### src/include/ast_map.vh
// Constants of the asynchronous serial transceiver: frame timing,
// receive entry layout, multidrop schemes and reset values.
// Assumes inclusion by bare name from the design files.
`ifndef AST_MAP_VH
`define AST_MAP_VH

// Oversampling: sixteen baud ticks per bit
`define AST_OVS_LAST   4'hf
`define AST_OVS_MID    4'h7
`define AST_SUB_ZERO   4'h0
`define AST_LAST_BIT   3'h7
`define AST_BIT_ZERO   3'h0
`define AST_DIV_ONE    16'h0001

// Receive entry layout held in the two-entry buffer
`define AST_ENTRY_W    13
`define AST_F_DATA_HI  7
`define AST_F_FRM      8
`define AST_F_PAR      9
`define AST_F_BRK      10
`define AST_F_NINE     11
`define AST_F_NEWF     12

// Multidrop address schemes
`define AST_MD_ALL     2'h0
`define AST_MD_ADDR    2'h1
`define AST_MD_MATCH   2'h2
`define AST_MD_QUIET   2'h3

// Reset values
`define AST_BYTE_RST   8'h00
`define AST_DIV_RST    16'h0000

`endif

### src/design/ast_top.v
// Asynchronous serial transceiver: baud generator, transmitter, receiver.
// Assumes control bits are held steady by software while frames are moving.
//
// Overview of operation
// Transmitter and receiver concurrent, shared settings
// Eight data bits, least significant first
// Optional even or odd parity, checked
// One start bit, one or two stops
// Sixteen-bit divisor from high/low bytes
// Separate transmit and receive enables
// Holding-empty flag; software waits for one
// Held byte moves to shifter automatically
// Ready flag high while data held
// Transmit request whenever holding register empty and transmitter enabled
// Software never mixes parity with multidrop
// Ninth bit value sent as written
// Multidrop switches both directions to nine bits
// Flow control enable gates clear-to-send
// Framing, parity, overrun, break status bits
// Receive request separate from transmit request
// Receive request on data+errors or errors
// Scheme field selects address matching
// Ninth position carries address flag
// Transmit write clears holding-empty flag
// Read clears ready unless next waiting
`include "ast_map.vh"
`default_nettype none

module ast_top (
  input  wire        clk,
  input  wire        rst,
  input  wire [7:0]  baud_hi,          // Divisor high byte
  input  wire [7:0]  baud_lo,          // Divisor low byte
  input  wire        tx_enable_bit,    // Transmitter on
  input  wire        rx_enable_bit,    // Receiver on
  input  wire        parity_on_bit,    // Parity on
  input  wire        parity_odd,       // Odd sense when high
  input  wire        two_stop,         // Two stop bits when high
  input  wire        flow_ctrl_on,     // Honour clear-to-send
  input  wire        multidrop_on,     // Nine-bit mode
  input  wire        tx_ninth_bit,     // Outgoing address flag
  input  wire [1:0]  multidrop_scheme, // Address matching scheme
  input  wire        rx_err_only_irq,  // Receive request on errors only
  input  wire [7:0]  addr_compare,     // Own network address
  input  wire [7:0]  tx_data,          // Byte to send
  input  wire        tx_write,         // Write strobe for tx_data
  output reg         tx_holding_empty, // Holding register free
  output wire        tx_irq,           // Transmit request
  output wire [7:0]  rx_data,          // Received byte
  input  wire        rx_read,          // Read strobe for rx_data
  output wire        rx_byte_ready,    // Received byte waiting
  output wire        rx_ninth,         // Address flag of byte
  output wire        rx_new_frame,     // First data of matched frame, MATCH and QUIET schemes
  output wire        framing_err,      // Stop bit was low
  output wire        parity_err,       // Parity mismatch
  output wire        break_det,        // Whole frame low
  output reg         overrun_err,      // Byte lost, buffer full
  output wire        rx_irq,           // Receive request
  output reg         txd,              // Serial out, idle high
  input  wire        rxd,              // Serial in
  input  wire        cts_n             // Clear to send, active low
);

  // Transmit states
  localparam TX_IDLE  = 3'h0;
  localparam TX_START = 3'h1;
  localparam TX_DATA  = 3'h2;
  localparam TX_NINE  = 3'h3;
  localparam TX_STOP  = 3'h4;
  // Receive states
  localparam RX_IDLE  = 3'h0;
  localparam RX_START = 3'h1;
  localparam RX_DATA  = 3'h2;
  localparam RX_NINE  = 3'h3;
  localparam RX_STOP  = 3'h4;
  localparam RX_HOLD  = 3'h5;

  reg  [15:0] brg_cnt;                 // Baud down-counter
  reg         tick;                    // One-cycle 16x enable
  reg  [1:0]  cts_sync;                // Clear-to-send synchroniser
  reg  [1:0]  rxd_sync;                // Serial input synchroniser
  reg  [7:0]  tx_hold;                 // Holding register
  reg         tx_hold_nine;            // Ninth bit stored with byte
  reg  [2:0]  tx_state;
  reg  [3:0]  tx_sub;                  // Ticks inside a bit
  reg  [2:0]  tx_idx;                  // Data bit index
  reg  [7:0]  tx_shift;                // Shift register
  reg         tx_nine;                 // Ninth bit being sent
  reg         tx_stop2;                // Second stop in progress
  reg  [2:0]  rx_state;
  reg  [3:0]  rx_sub;
  reg  [2:0]  rx_idx;
  reg  [7:0]  rx_shift;
  reg         rx_nine;
  reg         rx_done;                 // Character complete pulse
  reg  [7:0]  rx_byte;                 // Completed byte
  reg         rx_cnine;                // Completed ninth bit
  reg         rx_frm;                  // Completed framing error
  reg         rx_brk;                  // Completed break
  reg         in_frame;                // Address matched
  reg         first_data;              // Next data opens a frame

  wire [15:0] divisor  = {baud_hi, baud_lo};
  wire        has_nine = multidrop_on | parity_on_bit;
  wire        rx_line  = rxd_sync[1];
  wire        cts_ok   = ~flow_ctrl_on | ~cts_sync[1];
  wire [`AST_ENTRY_W-1:0] head;        // Oldest buffered entry
  wire        buf_ready;               // Buffer has room

  // divisor ticks
  // Divisor of zero or one ticks every clock
  always @(posedge clk or posedge rst) begin
    if (rst) begin
      brg_cnt <= `AST_DIV_RST;
      tick    <= 1'b0;
    end else if (brg_cnt <= `AST_DIV_ONE) begin
      brg_cnt <= divisor;
      tick    <= 1'b1;
    end else begin
      brg_cnt <= brg_cnt - `AST_DIV_ONE;
      tick    <= 1'b0;
    end
  end

  // Pin synchronisers, first stage read only by second
  always @(posedge clk or posedge rst) begin
    if (rst) begin
      cts_sync <= 2'h3;
      rxd_sync <= 2'h3;
    end else begin
      cts_sync <= {cts_sync[0], cts_n};
      rxd_sync <= {rxd_sync[0], rxd};
    end
  end

  // holding flag
  // Writes while full are dropped; software polls the flag first
  always @(posedge clk or posedge rst) begin
    if (rst) begin
      tx_holding_empty <= 1'b1;
      tx_hold          <= `AST_BYTE_RST;
      tx_hold_nine     <= 1'b0;
    end else if (tx_write && tx_holding_empty) begin
      // write clears flag
      tx_holding_empty <= 1'b0;
      tx_hold          <= tx_data;
      // ninth bit latched
      tx_hold_nine     <= tx_ninth_bit;
    end else if (tx_state == TX_IDLE && !tx_holding_empty && tx_enable_bit && cts_ok) begin
      // automatic transfer
      tx_holding_empty <= 1'b1;
    end
  end

  // empty raises request
  assign tx_irq = tx_holding_empty & tx_enable_bit;

  // Transmit sequencer
  // independent of receiver
  always @(posedge clk or posedge rst) begin
    if (rst) begin
      tx_state <= TX_IDLE;
      tx_sub   <= `AST_SUB_ZERO;
      tx_idx   <= `AST_BIT_ZERO;
      tx_shift <= `AST_BYTE_RST;
      tx_nine  <= 1'b0;
      tx_stop2 <= 1'b0;
      txd      <= 1'b1;
    end else begin
      case (tx_state)
        TX_IDLE: begin
          txd <= 1'b1;
          // gated start
          // clear-to-send hold-off
          if (!tx_holding_empty && tx_enable_bit && cts_ok) begin
            tx_shift <= tx_hold;
            // address flag or parity
            // parity sense
            tx_nine  <= multidrop_on ? tx_hold_nine : (parity_odd ^ (^tx_hold));
            tx_sub   <= `AST_SUB_ZERO;
            tx_idx   <= `AST_BIT_ZERO;
            tx_stop2 <= 1'b0;
            // low start bit
            txd      <= 1'b0;
            tx_state <= TX_START;
          end
        end
        TX_START, TX_DATA, TX_NINE, TX_STOP: begin
          if (tick) begin
            tx_sub <= tx_sub + 4'h1;
            // Bit boundary after sixteen ticks
            if (tx_sub == `AST_OVS_LAST) begin
              case (tx_state)
                TX_START: begin
                  // LSB first
                  txd      <= tx_shift[0];
                  tx_state <= TX_DATA;
                end
                TX_DATA: begin
                  tx_shift <= {1'b0, tx_shift[7:1]};
                  tx_idx   <= tx_idx + 3'h1;
                  if (tx_idx != `AST_LAST_BIT) begin
                    txd <= tx_shift[1];
                  // nine bits when multidrop
                  end else if (has_nine) begin
                    txd      <= tx_nine;
                    tx_state <= TX_NINE;
                  end else begin
                    txd      <= 1'b1;
                    tx_state <= TX_STOP;
                  end
                end
                TX_NINE: begin
                  txd      <= 1'b1;
                  tx_state <= TX_STOP;
                end
                default: begin
                  // one or two stops
                  if (two_stop && !tx_stop2) begin
                    tx_stop2 <= 1'b1;
                  end else begin
                    tx_state <= TX_IDLE;
                  end
                end
              endcase
            end
          end
        end
        default: tx_state <= TX_IDLE;
      endcase
    end
  end

  // Receive sequencer, sampling mid-bit
  always @(posedge clk or posedge rst) begin
    if (rst) begin
      rx_state <= RX_IDLE;
      rx_sub   <= `AST_SUB_ZERO;
      rx_idx   <= `AST_BIT_ZERO;
      rx_shift <= `AST_BYTE_RST;
      rx_nine  <= 1'b0;
      rx_done  <= 1'b0;
      rx_byte  <= `AST_BYTE_RST;
      rx_cnine <= 1'b0;
      rx_frm   <= 1'b0;
      rx_brk   <= 1'b0;
    end else begin
      rx_done <= 1'b0;
      case (rx_state)
        RX_IDLE: begin
          // receive gated
          if (rx_enable_bit && !rx_line) begin
            rx_sub   <= `AST_SUB_ZERO;
            rx_nine  <= 1'b0;
            rx_state <= RX_START;
          end
        end
        RX_START: begin
          if (tick) begin
            rx_sub <= rx_sub + 4'h1;
            // Half a bit in: a high line was a glitch
            if (rx_sub == `AST_OVS_MID) begin
              rx_sub   <= `AST_SUB_ZERO;
              rx_idx   <= `AST_BIT_ZERO;
              rx_state <= rx_line ? RX_IDLE : RX_DATA;
            end
          end
        end
        RX_DATA, RX_NINE, RX_STOP: begin
          if (tick) begin
            rx_sub <= rx_sub + 4'h1;
            if (rx_sub == `AST_OVS_LAST) begin
              case (rx_state)
                RX_DATA: begin
                  // LSB arrives first
                  rx_shift <= {rx_line, rx_shift[7:1]};
                  rx_idx   <= rx_idx + 3'h1;
                  if (rx_idx == `AST_LAST_BIT) begin
                    rx_state <= has_nine ? RX_NINE : RX_STOP;
                  end
                end
                RX_NINE: begin
                  rx_nine  <= rx_line;
                  rx_state <= RX_STOP;
                end
                default: begin
                  // framing and break
                  rx_done  <= 1'b1;
                  rx_byte  <= rx_shift;
                  rx_cnine <= rx_nine;
                  rx_frm   <= ~rx_line;
                  rx_brk   <= ~rx_line & ~(|rx_shift) & ~rx_nine;
                  // A low stop waits for idle so a break is seen once
                  rx_state <= rx_line ? RX_IDLE : RX_HOLD;
                end
              endcase
            end
          end
        end
        RX_HOLD: begin
          if (rx_line) begin
            rx_state <= RX_IDLE;
          end
        end
        default: rx_state <= RX_IDLE;
      endcase
    end
  end

  // receive parity check
  wire par_bad  = parity_on_bit & ~multidrop_on & (rx_cnine != (parity_odd ^ (^rx_byte)));
  wire any_err  = rx_frm | rx_brk | par_bad;
  wire is_addr  = multidrop_on & rx_cnine;
  wire match    = (rx_byte == addr_compare);
  reg  present;                        // Byte offered to software
  reg  mark_new;                       // Byte opens a matched frame, MATCH or QUIET scheme

  // address scheme
  always @* begin
    present  = 1'b1;
    mark_new = 1'b0;
    if (multidrop_on) begin
      case (multidrop_scheme)
        `AST_MD_ALL:   present = 1'b1;
        `AST_MD_ADDR:  present = is_addr;
        `AST_MD_MATCH: present = is_addr ? match : in_frame;
        `AST_MD_QUIET: present = is_addr ? 1'b0 : in_frame;
        default:       present = 1'b1;
      endcase
      mark_new = ~is_addr & in_frame & first_data & multidrop_scheme[1];
    end
  end

  // Frame tracking for the automatic schemes
  always @(posedge clk or posedge rst) begin
    if (rst) begin
      in_frame   <= 1'b0;
      first_data <= 1'b0;
    end else if (rx_done && is_addr) begin
      in_frame   <= match;
      first_data <= match;
    end else if (rx_done && present) begin
      first_data <= 1'b0;
    end
  end

  wire push = rx_done & (present | any_err);
  wire [`AST_ENTRY_W-1:0] entry = {mark_new, rx_cnine, rx_brk, par_bad, rx_frm, rx_byte};

  // overrun sticky
  // A loss in the read cycle still sets the flag
  always @(posedge clk or posedge rst) begin
    if (rst) begin
      overrun_err <= 1'b0;
    end else if (push && !buf_ready) begin
      overrun_err <= 1'b1;
    end else if (rx_read) begin
      overrun_err <= 1'b0;
    end
  end

  // buffered ready flag
  // Two entries ride out one slow read before overrun
  ast_buf2 #(
    .W (`AST_ENTRY_W)
  ) u_rx_buf (
    .clk       (clk),
    .rst       (rst),
    .in_data   (entry),
    .in_valid  (push),
    .in_ready  (buf_ready),
    .out_data  (head),
    .out_valid (rx_byte_ready),
    .out_ready (rx_read)
  );

  // ready while held
  assign rx_data      = head[`AST_F_DATA_HI:0];
  assign framing_err  = rx_byte_ready & head[`AST_F_FRM];
  assign parity_err   = rx_byte_ready & head[`AST_F_PAR];
  assign break_det    = rx_byte_ready & head[`AST_F_BRK];
  assign rx_ninth     = rx_byte_ready & head[`AST_F_NINE];
  assign rx_new_frame = rx_byte_ready & head[`AST_F_NEWF];

  // separate receive request
  // errors-only option
  assign rx_irq = overrun_err |
                  (rx_byte_ready & (~rx_err_only_irq | (|head[`AST_F_BRK:`AST_F_FRM])));

endmodule // ast_top

`default_nettype wire

### src/design/ast_buf2.v
// Two-entry buffer with valid/ready on both sides.
// Assumes one clock and an asynchronous active-high reset.
`default_nettype none

module ast_buf2 #(
  parameter W = 13                    // Entry width
) (
  input  wire         clk,
  input  wire         rst,
  input  wire [W-1:0] in_data,
  input  wire         in_valid,
  output wire         in_ready,
  output wire [W-1:0] out_data,
  output wire         out_valid,
  input  wire         out_ready
);

  reg [W-1:0] mem [0:1];              // Storage for two entries
  reg         wr_ptr;                 // Next slot to fill
  reg         rd_ptr;                 // Oldest slot
  reg [1:0]   count;                  // Entries held

  wire push = in_valid & in_ready;
  wire pop  = out_valid & out_ready;

  // Full and empty come straight from the count, never guessed
  assign in_ready  = (count != 2'h2);
  assign out_valid = (count != 2'h0);
  assign out_data  = mem[rd_ptr];

  // Storage write, one slot per generated entry
  genvar i;
  generate
    for (i = 0; i < 2; i = i + 1) begin : g_slot
      always @(posedge clk or posedge rst) begin
        if (rst) begin
          mem[i] <= {W{1'b0}};
        end else if (push && (wr_ptr == i)) begin
          mem[i] <= in_data;
        end
      end
    end
  endgenerate

  // Pointers and occupancy
  always @(posedge clk or posedge rst) begin
    if (rst) begin
      wr_ptr <= 1'b0;
      rd_ptr <= 1'b0;
      count  <= 2'h0;
    end else begin
      if (push) begin
        wr_ptr <= ~wr_ptr;
      end
      if (pop) begin
        rd_ptr <= ~rd_ptr;
      end
      // Simultaneous push and pop keep the count
      if (push && !pop) begin
        count <= count + 2'h1;
      end else if (pop && !push) begin
        count <= count - 2'h1;
      end
    end
  end

endmodule // ast_buf2

`default_nettype wire

### config.mk
export PLATFORM = sky130hd
export DESIGN_NAME = ast_top
export DESIGN_NICKNAME = d
export VERILOG_FILES = /design/src/design/ast_top.v /design/src/design/ast_buf2.v
export VERILOG_INCLUDE_DIRS = /design/src /design/src/include
export SDC_FILE = /design/constraint.sdc
export NUM_CORES = 1
export LEC_CHECK = 0
export ABC_AREA = 1
export ABC_CLOCK_PERIOD_IN_PS = 4900
export BUFFER_PORTS_ARGS = -buffer_cell sky130_fd_sc_hd__buf_2
export CORE_ASPECT_RATIO = 1.75
export CORE_MARGIN = 3
export CORE_UTILIZATION = 53
export CTS_CLUSTER_SIZE = 25
export DETAILED_ROUTE_END_ITERATION = 8
export GPL_TIMING_DRIVEN = 0
export PLACE_DENSITY = 0.78
export SETUP_SLACK_MARGIN = 0.5
export SLEW_MARGIN = 15
export SYNTH_ARGS = -nofsm -noshare
export SYNTH_HDL_FRONTEND = slang
export SYNTH_SLANG_ARGS = --single-unit
### constraint.sdc
create_clock -name clk -period 4.9 [get_ports clk]
set_clock_uncertainty 0.2 [all_clocks]
set_input_delay 1.47 -clock clk [delete_from_list [all_inputs] [get_ports clk]]
set_output_delay 1.47 -clock clk [all_outputs]
set_load 0.02 [all_outputs]
==> results of run 1 <==
-- report_power, final --
part | leakage [nW] | total (mW) | switching [mW] | internal, mW
sequential | 1.45 | 1.07 | 0.0528 | 1.02
clock | 0.284 | 1.17 | 0.399 | 0.775
combinational | 1.81 | 0.334 | 0.212 | 0.123
total | 3.54 | 2.58 | 0.663 | 1.91
-- placed cells by master, fill, tap and decap left out, types with 2 or more instances in the layout --
cell type	instances
nand2_1	224
nor3_1	4
nand3_1	32
nand4_1	8
nor2_4	2
o211ai_1	9
dfrtp_1	110
buf_4	2
nor2_2	4
nand2_2	3
ha_1	9
mux2_2	9
clkbuf_16	17
inv_1	77
buf_2	72
dfstp_2	6
clkbuf_1	11
xnor2_1	17
o21ai_0	60
a31oi_1	5
mux2i_1	3
clkinv_2	3
clkbuf_8	6
buf_6	2
o21ai_1	6
a21oi_1	17
nor4_1	2
xor2_1	16
buf_12	3
nor2_1	52
-- worst paths after layout --
check,slack (ns),cells past startpoint,start,to
worst max-delay path,1.31,5,rx_err_only_irq,rx_irq
min in group asynchronous,0.90,2,rst,tx_hold[7]
worst max register to register,2.48,13,rx_byte[5],u_rx_buf.count[1]
worst min-delay path,0.16,0,rxd_sync[0],rxd_sync[1]
worst min register to register,0.16,0,rxd_sync[0],rxd_sync[1]
max in group asynchronous,2.84,4,rst,rx_byte[1]
-- metrics by stage --
step | instance area (um2) | utilization | hold slack (ns)
2_1_floorplan | 5840 | - | 0.145
3_3_place_gp | 6340 | 0.593 | 0.148
3_5_place_dp | 6400 | 0.598 | 0.148
4_1_cts | 6970 | 0.652 | 0.160
5_1_grt | 6970 | 0.652 | 0.162
6_report | 6970 | 0.652 | 0.160
-- cells by family (layout without fill, tap and decap cells) --
family	count (synthesis)	after routing	synth area share
AO/OA/AOI/OAI	105	105	0.0990
XOR/XNOR	33	33	0.0495
adder cells (fa/ha/maj)	9	9	0.0193
buffers and inverters	94	196	0.0654
flip-flops	116	116	0.499
multiplexers	12	12	0.0225
AND/OR/NAND/NOR	338	338	0.246
-- registers in the layout, summed over array words and instances, names as in the netlist, 2 cells and up --
register        count
tx_hold             8
rx_shift            8
tx_state            3
cts_sync            2
tx_idx              3
rxd_sync            2
brg_cnt            16
tx_shift            8
rx_idx              3
rx_byte             8
u_rx_buf.mem       26
rx_sub              4
tx_sub              4
u_rx_buf.count      2
rx_state            3
-- layer usage --
| metal | GRT usage | vias to the layer above |
|---|---|---|
| met2 | 0.430 | 140 |
| li1 | - | 2445 |
| met4 | 0.104 | 0 |
| met5 | 0 | - |
| met3 | 0.0550 | 34 |
| met1 | 0.228 | 2362 |
-- layout make-up --
type / count / area [um2]
inverter: 79 / 300
tap: 130 / 163
clock buffer: 28 / 527
buffer: 15 / 85.1
clock inverter: 4 / 45.0
sequential: 116 / 2910
multi-input combinational: 497 / 2540
timing repair buffer: 70 / 395
fill: 861 / 3730
==> summary.md, run 1 <==
| Metric | Value |
|---|---|
| Fin. max-slew vios | 0 |
| Pwr Total | 2.58 mW |
| Max incr delay on CP | 0.16 ns |
| GP Congestion | 0.882 |
| Placed insts | 907 |
| Synth Register Bits | 116 |
| IO Port Bufs | 67 |
| Cells after Synth | 707 |
| Core ar. | 10700 um2 |
| Final Hold Viols | 0 |
| Area leader, netlist | dfrtp_1 |
| Max-cap viol count | 0 |
| Worst Path Required | 3.23 ns |
| Maximum vdd drop | 361 uV |
| Vias per inst | 5.30 |
| Leakage | 3.54 nW |
| Routed wl met2 | 7270 um |
| Commonest cells in the netlist | nand2_1, dfrtp_1, inv_1 |
| Seq/Total Area, Yosys | 0.499 |
| Global-route wire length before repair | 22400 um |
| Crit-path cells | buf_2 -> nand3_1 -> nand2_1 -> nand3_1 -> buf_2 |
| Hold Crit Class | reg2reg |
| Vias | 4981 |
| CP Class | in2out |
| Hold buffers post-CTS | 0 |
| RSZ-0062 raised after global routing | no |
| Buffers plus inverters on the worst setup path | 2 |
| Final WL | 13200 um |
| Final min period | 3.59 ns |
| Slew @ Worst Pin | 0.525 ns |
| Largest net degree at the start of global routing | 38 |
| Top cells by area, synth | dfrtp_1, nand2_1, o21ai_0 |
| Starting Density | 0.546 |
| Clk root buf | clkbuf_16 |
| Worst setup margin | 1.31 ns |
| Congestion Overflow GR | 0 |
| Final setup viols | 0 |
| Count leader, synth | nand2_1 |
| TritonCTS clock tree | yes |
| Pwr/cell area | 370 nW/um2 |
| Routed len/inst | 14.0 um |
| Slowest-stage cell, CP | buf_2 |
| Drt pass-1 iters | 7 |
| CP Data Arrival Time | 1.92 ns |
| Setup Slack @ Placement | 1.32 ns |
| Post-Route M1 WL | 4940 um |
| WL met3 | 569 um |
| Number of synthesized flops with an enable pin | 0 |
| Clock Pin Slew Worst Setup and Hold Paths | 0.05 ns |
| Crit. End Element | primary output |
| Ports | 68 |
| Area growth syn-to-layout | 19.4% |
| # DRC | 0 |
| Number of distinct library cells after synthesis | 42 |
| Post-CTS Resized | 0 |
| Layout cell share with drive strength beyond 1 | 0.172 |
| Status | finished clean |
| Crit path launch type | input port |
| Setup_tns | 0 ns |
| Fmax | 279 MHz |
| Antenna-violating nets left | 0 |
| TritonCTS Buffers | 17 |
| Clock buffer depth | 2 |
| Ys flop type | dfrtp_1 |
| Post-synthesis area per instance | 8.26 um2 |
| Clk sinks | 116 |
| Share of flip-flops with an asynchronous set or reset | 1.00 |
| Antenna violations before repair | 0 |
| Synth warn | 0 |
| Period utilization | 0.733 |
| Num rows | 50 |
| CTS HTree Levels | 4 |
| Die height | 145 um |
| Top sig layer | met4 |
| Total track usage | 0.226 |
| Starting DRT DRC Count | 299 |
| Worst skew pair latency | 0.41 ns |
| Detailed Place HPWL | 9780 um |
| Nets@finish | 854 |
| Vias in the first global route | 5110 |
| Critical-path maximum fanout | 1 |
| Chip width | 85.3 um |
| Number of antenna diodes | 0 |
| Post-CTS setup buffer count | 0 |
| Synth top area share | 0.472 |
| Synth Cell Area | 5840 um2 |
| Syn Nets | 765 |
| Slew headroom | 0.649 |
| Die area | 12400 um2 |
| Post-route insts no fill | 939 |
| Crit-path leading delay family | buffers and inverters |
Note: power is estimated with default switching activity, not from simulation.
==> inputs of run 2 (changes only) <==
--- a/config.mk
+++ b/config.mk
@@ -7,15 +7,15 @@
 export NUM_CORES = 1
 export LEC_CHECK = 0
 export ABC_AREA = 1
-export ABC_CLOCK_PERIOD_IN_PS = 4900
+export ABC_CLOCK_PERIOD_IN_PS = 3550
 export BUFFER_PORTS_ARGS = -buffer_cell sky130_fd_sc_hd__buf_2
 export CORE_ASPECT_RATIO = 1.75
 export CORE_MARGIN = 3
-export CORE_UTILIZATION = 53
+export CORE_UTILIZATION = 59
 export CTS_CLUSTER_SIZE = 25
 export DETAILED_ROUTE_END_ITERATION = 8
 export GPL_TIMING_DRIVEN = 0
-export PLACE_DENSITY = 0.78
+export PLACE_DENSITY = 0.83
 export SETUP_SLACK_MARGIN = 0.5
 export SLEW_MARGIN = 15
 export SYNTH_ARGS = -nofsm -noshare
==> constraint.sdc (replaced) <==
create_clock -name clk -period 3.55 [get_ports clk]
set_clock_uncertainty 0.2 [all_clocks]
set_input_delay 1.065 -clock clk [delete_from_list [all_inputs] [get_ports clk]]
set_output_delay 1.065 -clock clk [all_outputs]
set_load 0.02 [all_outputs]
==> run 2 against run 1 <==
Compared with the run above: sequential power grew 38%; utilization grew 7.6 points; critical path depth grew 1; first-iteration DRC count shrank 24%; count of clock-buffer cells in the layout shrank 1; largest cell class unchanged; hold slack lost 0.0034 ns; global-route usage grew 3.2 points; combinational power grew 40%.
==> summary.md, run 2 (synthesized netlist as in run 1, its figures left out) <==
| Metric | Value |
|---|---|
| Max-cap viol count | 0 |
| Num rows | 47 |
| Nets@finish | 854 |
| Number of antenna diodes | 0 |
| GP Congestion | 0.933 |
| Post-Route M1 WL | 4790 um |
| Worst flop-to-flop path startpoint | rx_byte[5] |
| Routed wl met2 | 7330 um |
| Final min period | 2.94 ns |
| WL met3 | 585 um |
| Slew @ Worst Pin | 0.555 ns |
| Crit path launch type | register |
| Max incr delay on CP | 0.36 ns |
| Filler instances | 715 |
| Clock buffer depth | 2 |
| Slew headroom | 0.629 |
| Pwr/cell area | 505 nW/um2 |
| CP Class | reg2out |
| Global-route wire length before repair | 22100 um |
| CP Data Arrival Time | 1.68 ns |
| Vias | 5028 |
| Most used cell, CP | clkbuf_2 |
| Vias per inst | 5.40 |
| TritonCTS clock tree | yes |
| Detailed Place HPWL | 9610 um |
| Final setup viols | 0 |
| IO Port Bufs | 67 |
| Clk root buf | clkbuf_16 |
| Seq. cell area | 2910 um2 |
| Buffers plus inverters on the worst setup path | 4 |
| Crit. End Element | primary output |
| Clock Pin Slew Worst Setup and Hold Paths | 0.05 ns |
| Final Hold Viols | 0 |
| Congestion Overflow GR | 0 |
| Hold Crit Start | cts_sync[0] |
| Total track usage | 0.258 |
| CP startpoint | u_rx_buf.rd_ptr |
| Starting DRT DRC Count | 228 |
| Worst skew pair latency | 0.41 ns |
| Die height | 138 um |
| Clk sinks | 116 |
| Fin. max-slew vios | 0 |
| Slowest-stage cell, CP | dfrtp_1 |
| Largest registers | u_rx_buf.mem x26, brg_cnt x16 |
| Largest net degree at the start of global routing | 38 |
| Status | finished clean |
| Post-layout util | 0.728 |
| Area growth syn-to-layout | 18.8% |
| Critical-path maximum fanout | 10 |
| Leakage | 3.53 nW |
| Antenna-violating nets left | 0 |
| Post-CTS setup buffer count | 0 |
| TritonCTS Buffers | 17 |
| Starting Density | 0.613 |
| Most common cell after layout, fill and taps aside | nand2_1 |
| Die area | 11200 um2 |
| Drt pass-1 iters | 5 |
| Maximum vdd drop | 454 uV |
| Period utilization | 0.829 |
| Hold buffers post-CTS | 0 |
| Antenna violations before repair | 0 |
| Max FFs per register | 26 |
| CTS HTree Levels | 4 |
| Worst Path Required | 2.28 ns |
| Vias in the first global route | 5188 |
| Routed len/inst | 14.2 um |
| Final WL | 13200 um |
| Crit-path cells | clkbuf_2 -> inv_1 -> clkbuf_2 -> nand2_1 -> a21oi_1 -> buf_2 |
| Layout cell share with drive strength beyond 1 | 0.173 |
| Hold Crit Class | reg2reg |
| Multi-input logic area | 2540 um2 |
| Setup_tns | 0 ns |
| # DRC | 0 |
| Top sig layer | met4 |
| Crit-path leading delay family | buffers and inverters |
| Most frequent cells in the layout | nand2_1, dfrtp_1, inv_1 |
| RSZ-0062 raised after global routing | no |
| Fmax | 340 MHz |
| Most flop-heavy register | u_rx_buf.mem |
| Ports | 68 |
| Chip width | 81.2 um |
| Core ar. | 9530 um2 |
## run 2: changes by cell type in the layout (fill, tap and decap cells not counted), sizes merged
cell	previous run	this run
clkbuf	34	33
clkinv	3	4
## run 2: through the flow
| stage | hold WS [ns] | setup WS, ns | instance area [um2] | power, mW | std cells |
|---|---|---|---|---|---|
| after floorplan | 0.145 | 0.840 | 5840 | 1.81 | 707 |
| after global placement | 0.148 | 0.186 | 6330 | 1.92 | 896 |
| after detailed placement | 0.149 | 0.429 | 6390 | 1.96 | 899 |
| after CTS | 0.157 | 0.548 | 6930 | 3.52 | 931 |
| after global routing | 0.159 | 0.504 | 6940 | 3.66 | 931 |
| final | 0.156 | 0.607 | 6940 | 3.50 | 931 |
## run 2: layer usage
metal	track usage	vias up
li1	-	2456
met1	0.253	2355
met2	0.482	169
met3	0.0576	48
met4	0.145	0
met5	0	-
## run 2: timing repair
item | CTS | global route
endpoints found under the setup margin | 10 | 3
resized for setup | 2 | 3
pin swaps | 0 | 0
## run 2: report_power, final
| group | total, mW | switching [mW] | internal, mW |
|---|---|---|---|
| combinational | 0.468 | 0.299 | 0.169 |
| clock | 1.55 | 0.543 | 1.01 |
| sequential | 1.48 | 0.0765 | 1.40 |
| total | 3.50 | 0.919 | 2.58 |
## run 2: area by class of cell
type | count | area share
Clock inverter | 5 | 0.00722
Timing Repair Buffer | 70 | 0.0570
Clock buffer | 27 | 0.0711
Inverter | 79 | 0.0433
Tap cell | 122 | 0.0220
Buffer | 15 | 0.0128
Sequential cell | 116 | 0.420
Multi-Input combinational cell | 497 | 0.367
## run 2: final timing paths
check | end | slack [ns] | cells past startpoint
max | rx_new_frame | 0.61 | 6
max reg2reg | u_rx_buf.count[1] | 1.12 | 13
min in group asynchronous | tx_shift[3] | 0.51 | 2
min reg2reg | cts_sync[1] | 0.16 | 0
max in group asynchronous | rxd_sync[1] | 1.83 | 4
min | cts_sync[1] | 0.16 | 0
## run 2: worst reg2reg max path: cells and delay by family, from the launching register on
kind / cells / cell delay, ns
xor gates and xnor gates: 2 / 0.31
DFF: 1 / 0.44
buffers and inverters: 1 / 0.08
adders and majority gates: 1 / 0.24
AOI/OAI and AO/OA: 2 / 0.22
and+or+nand+nor: 7 / 0.80
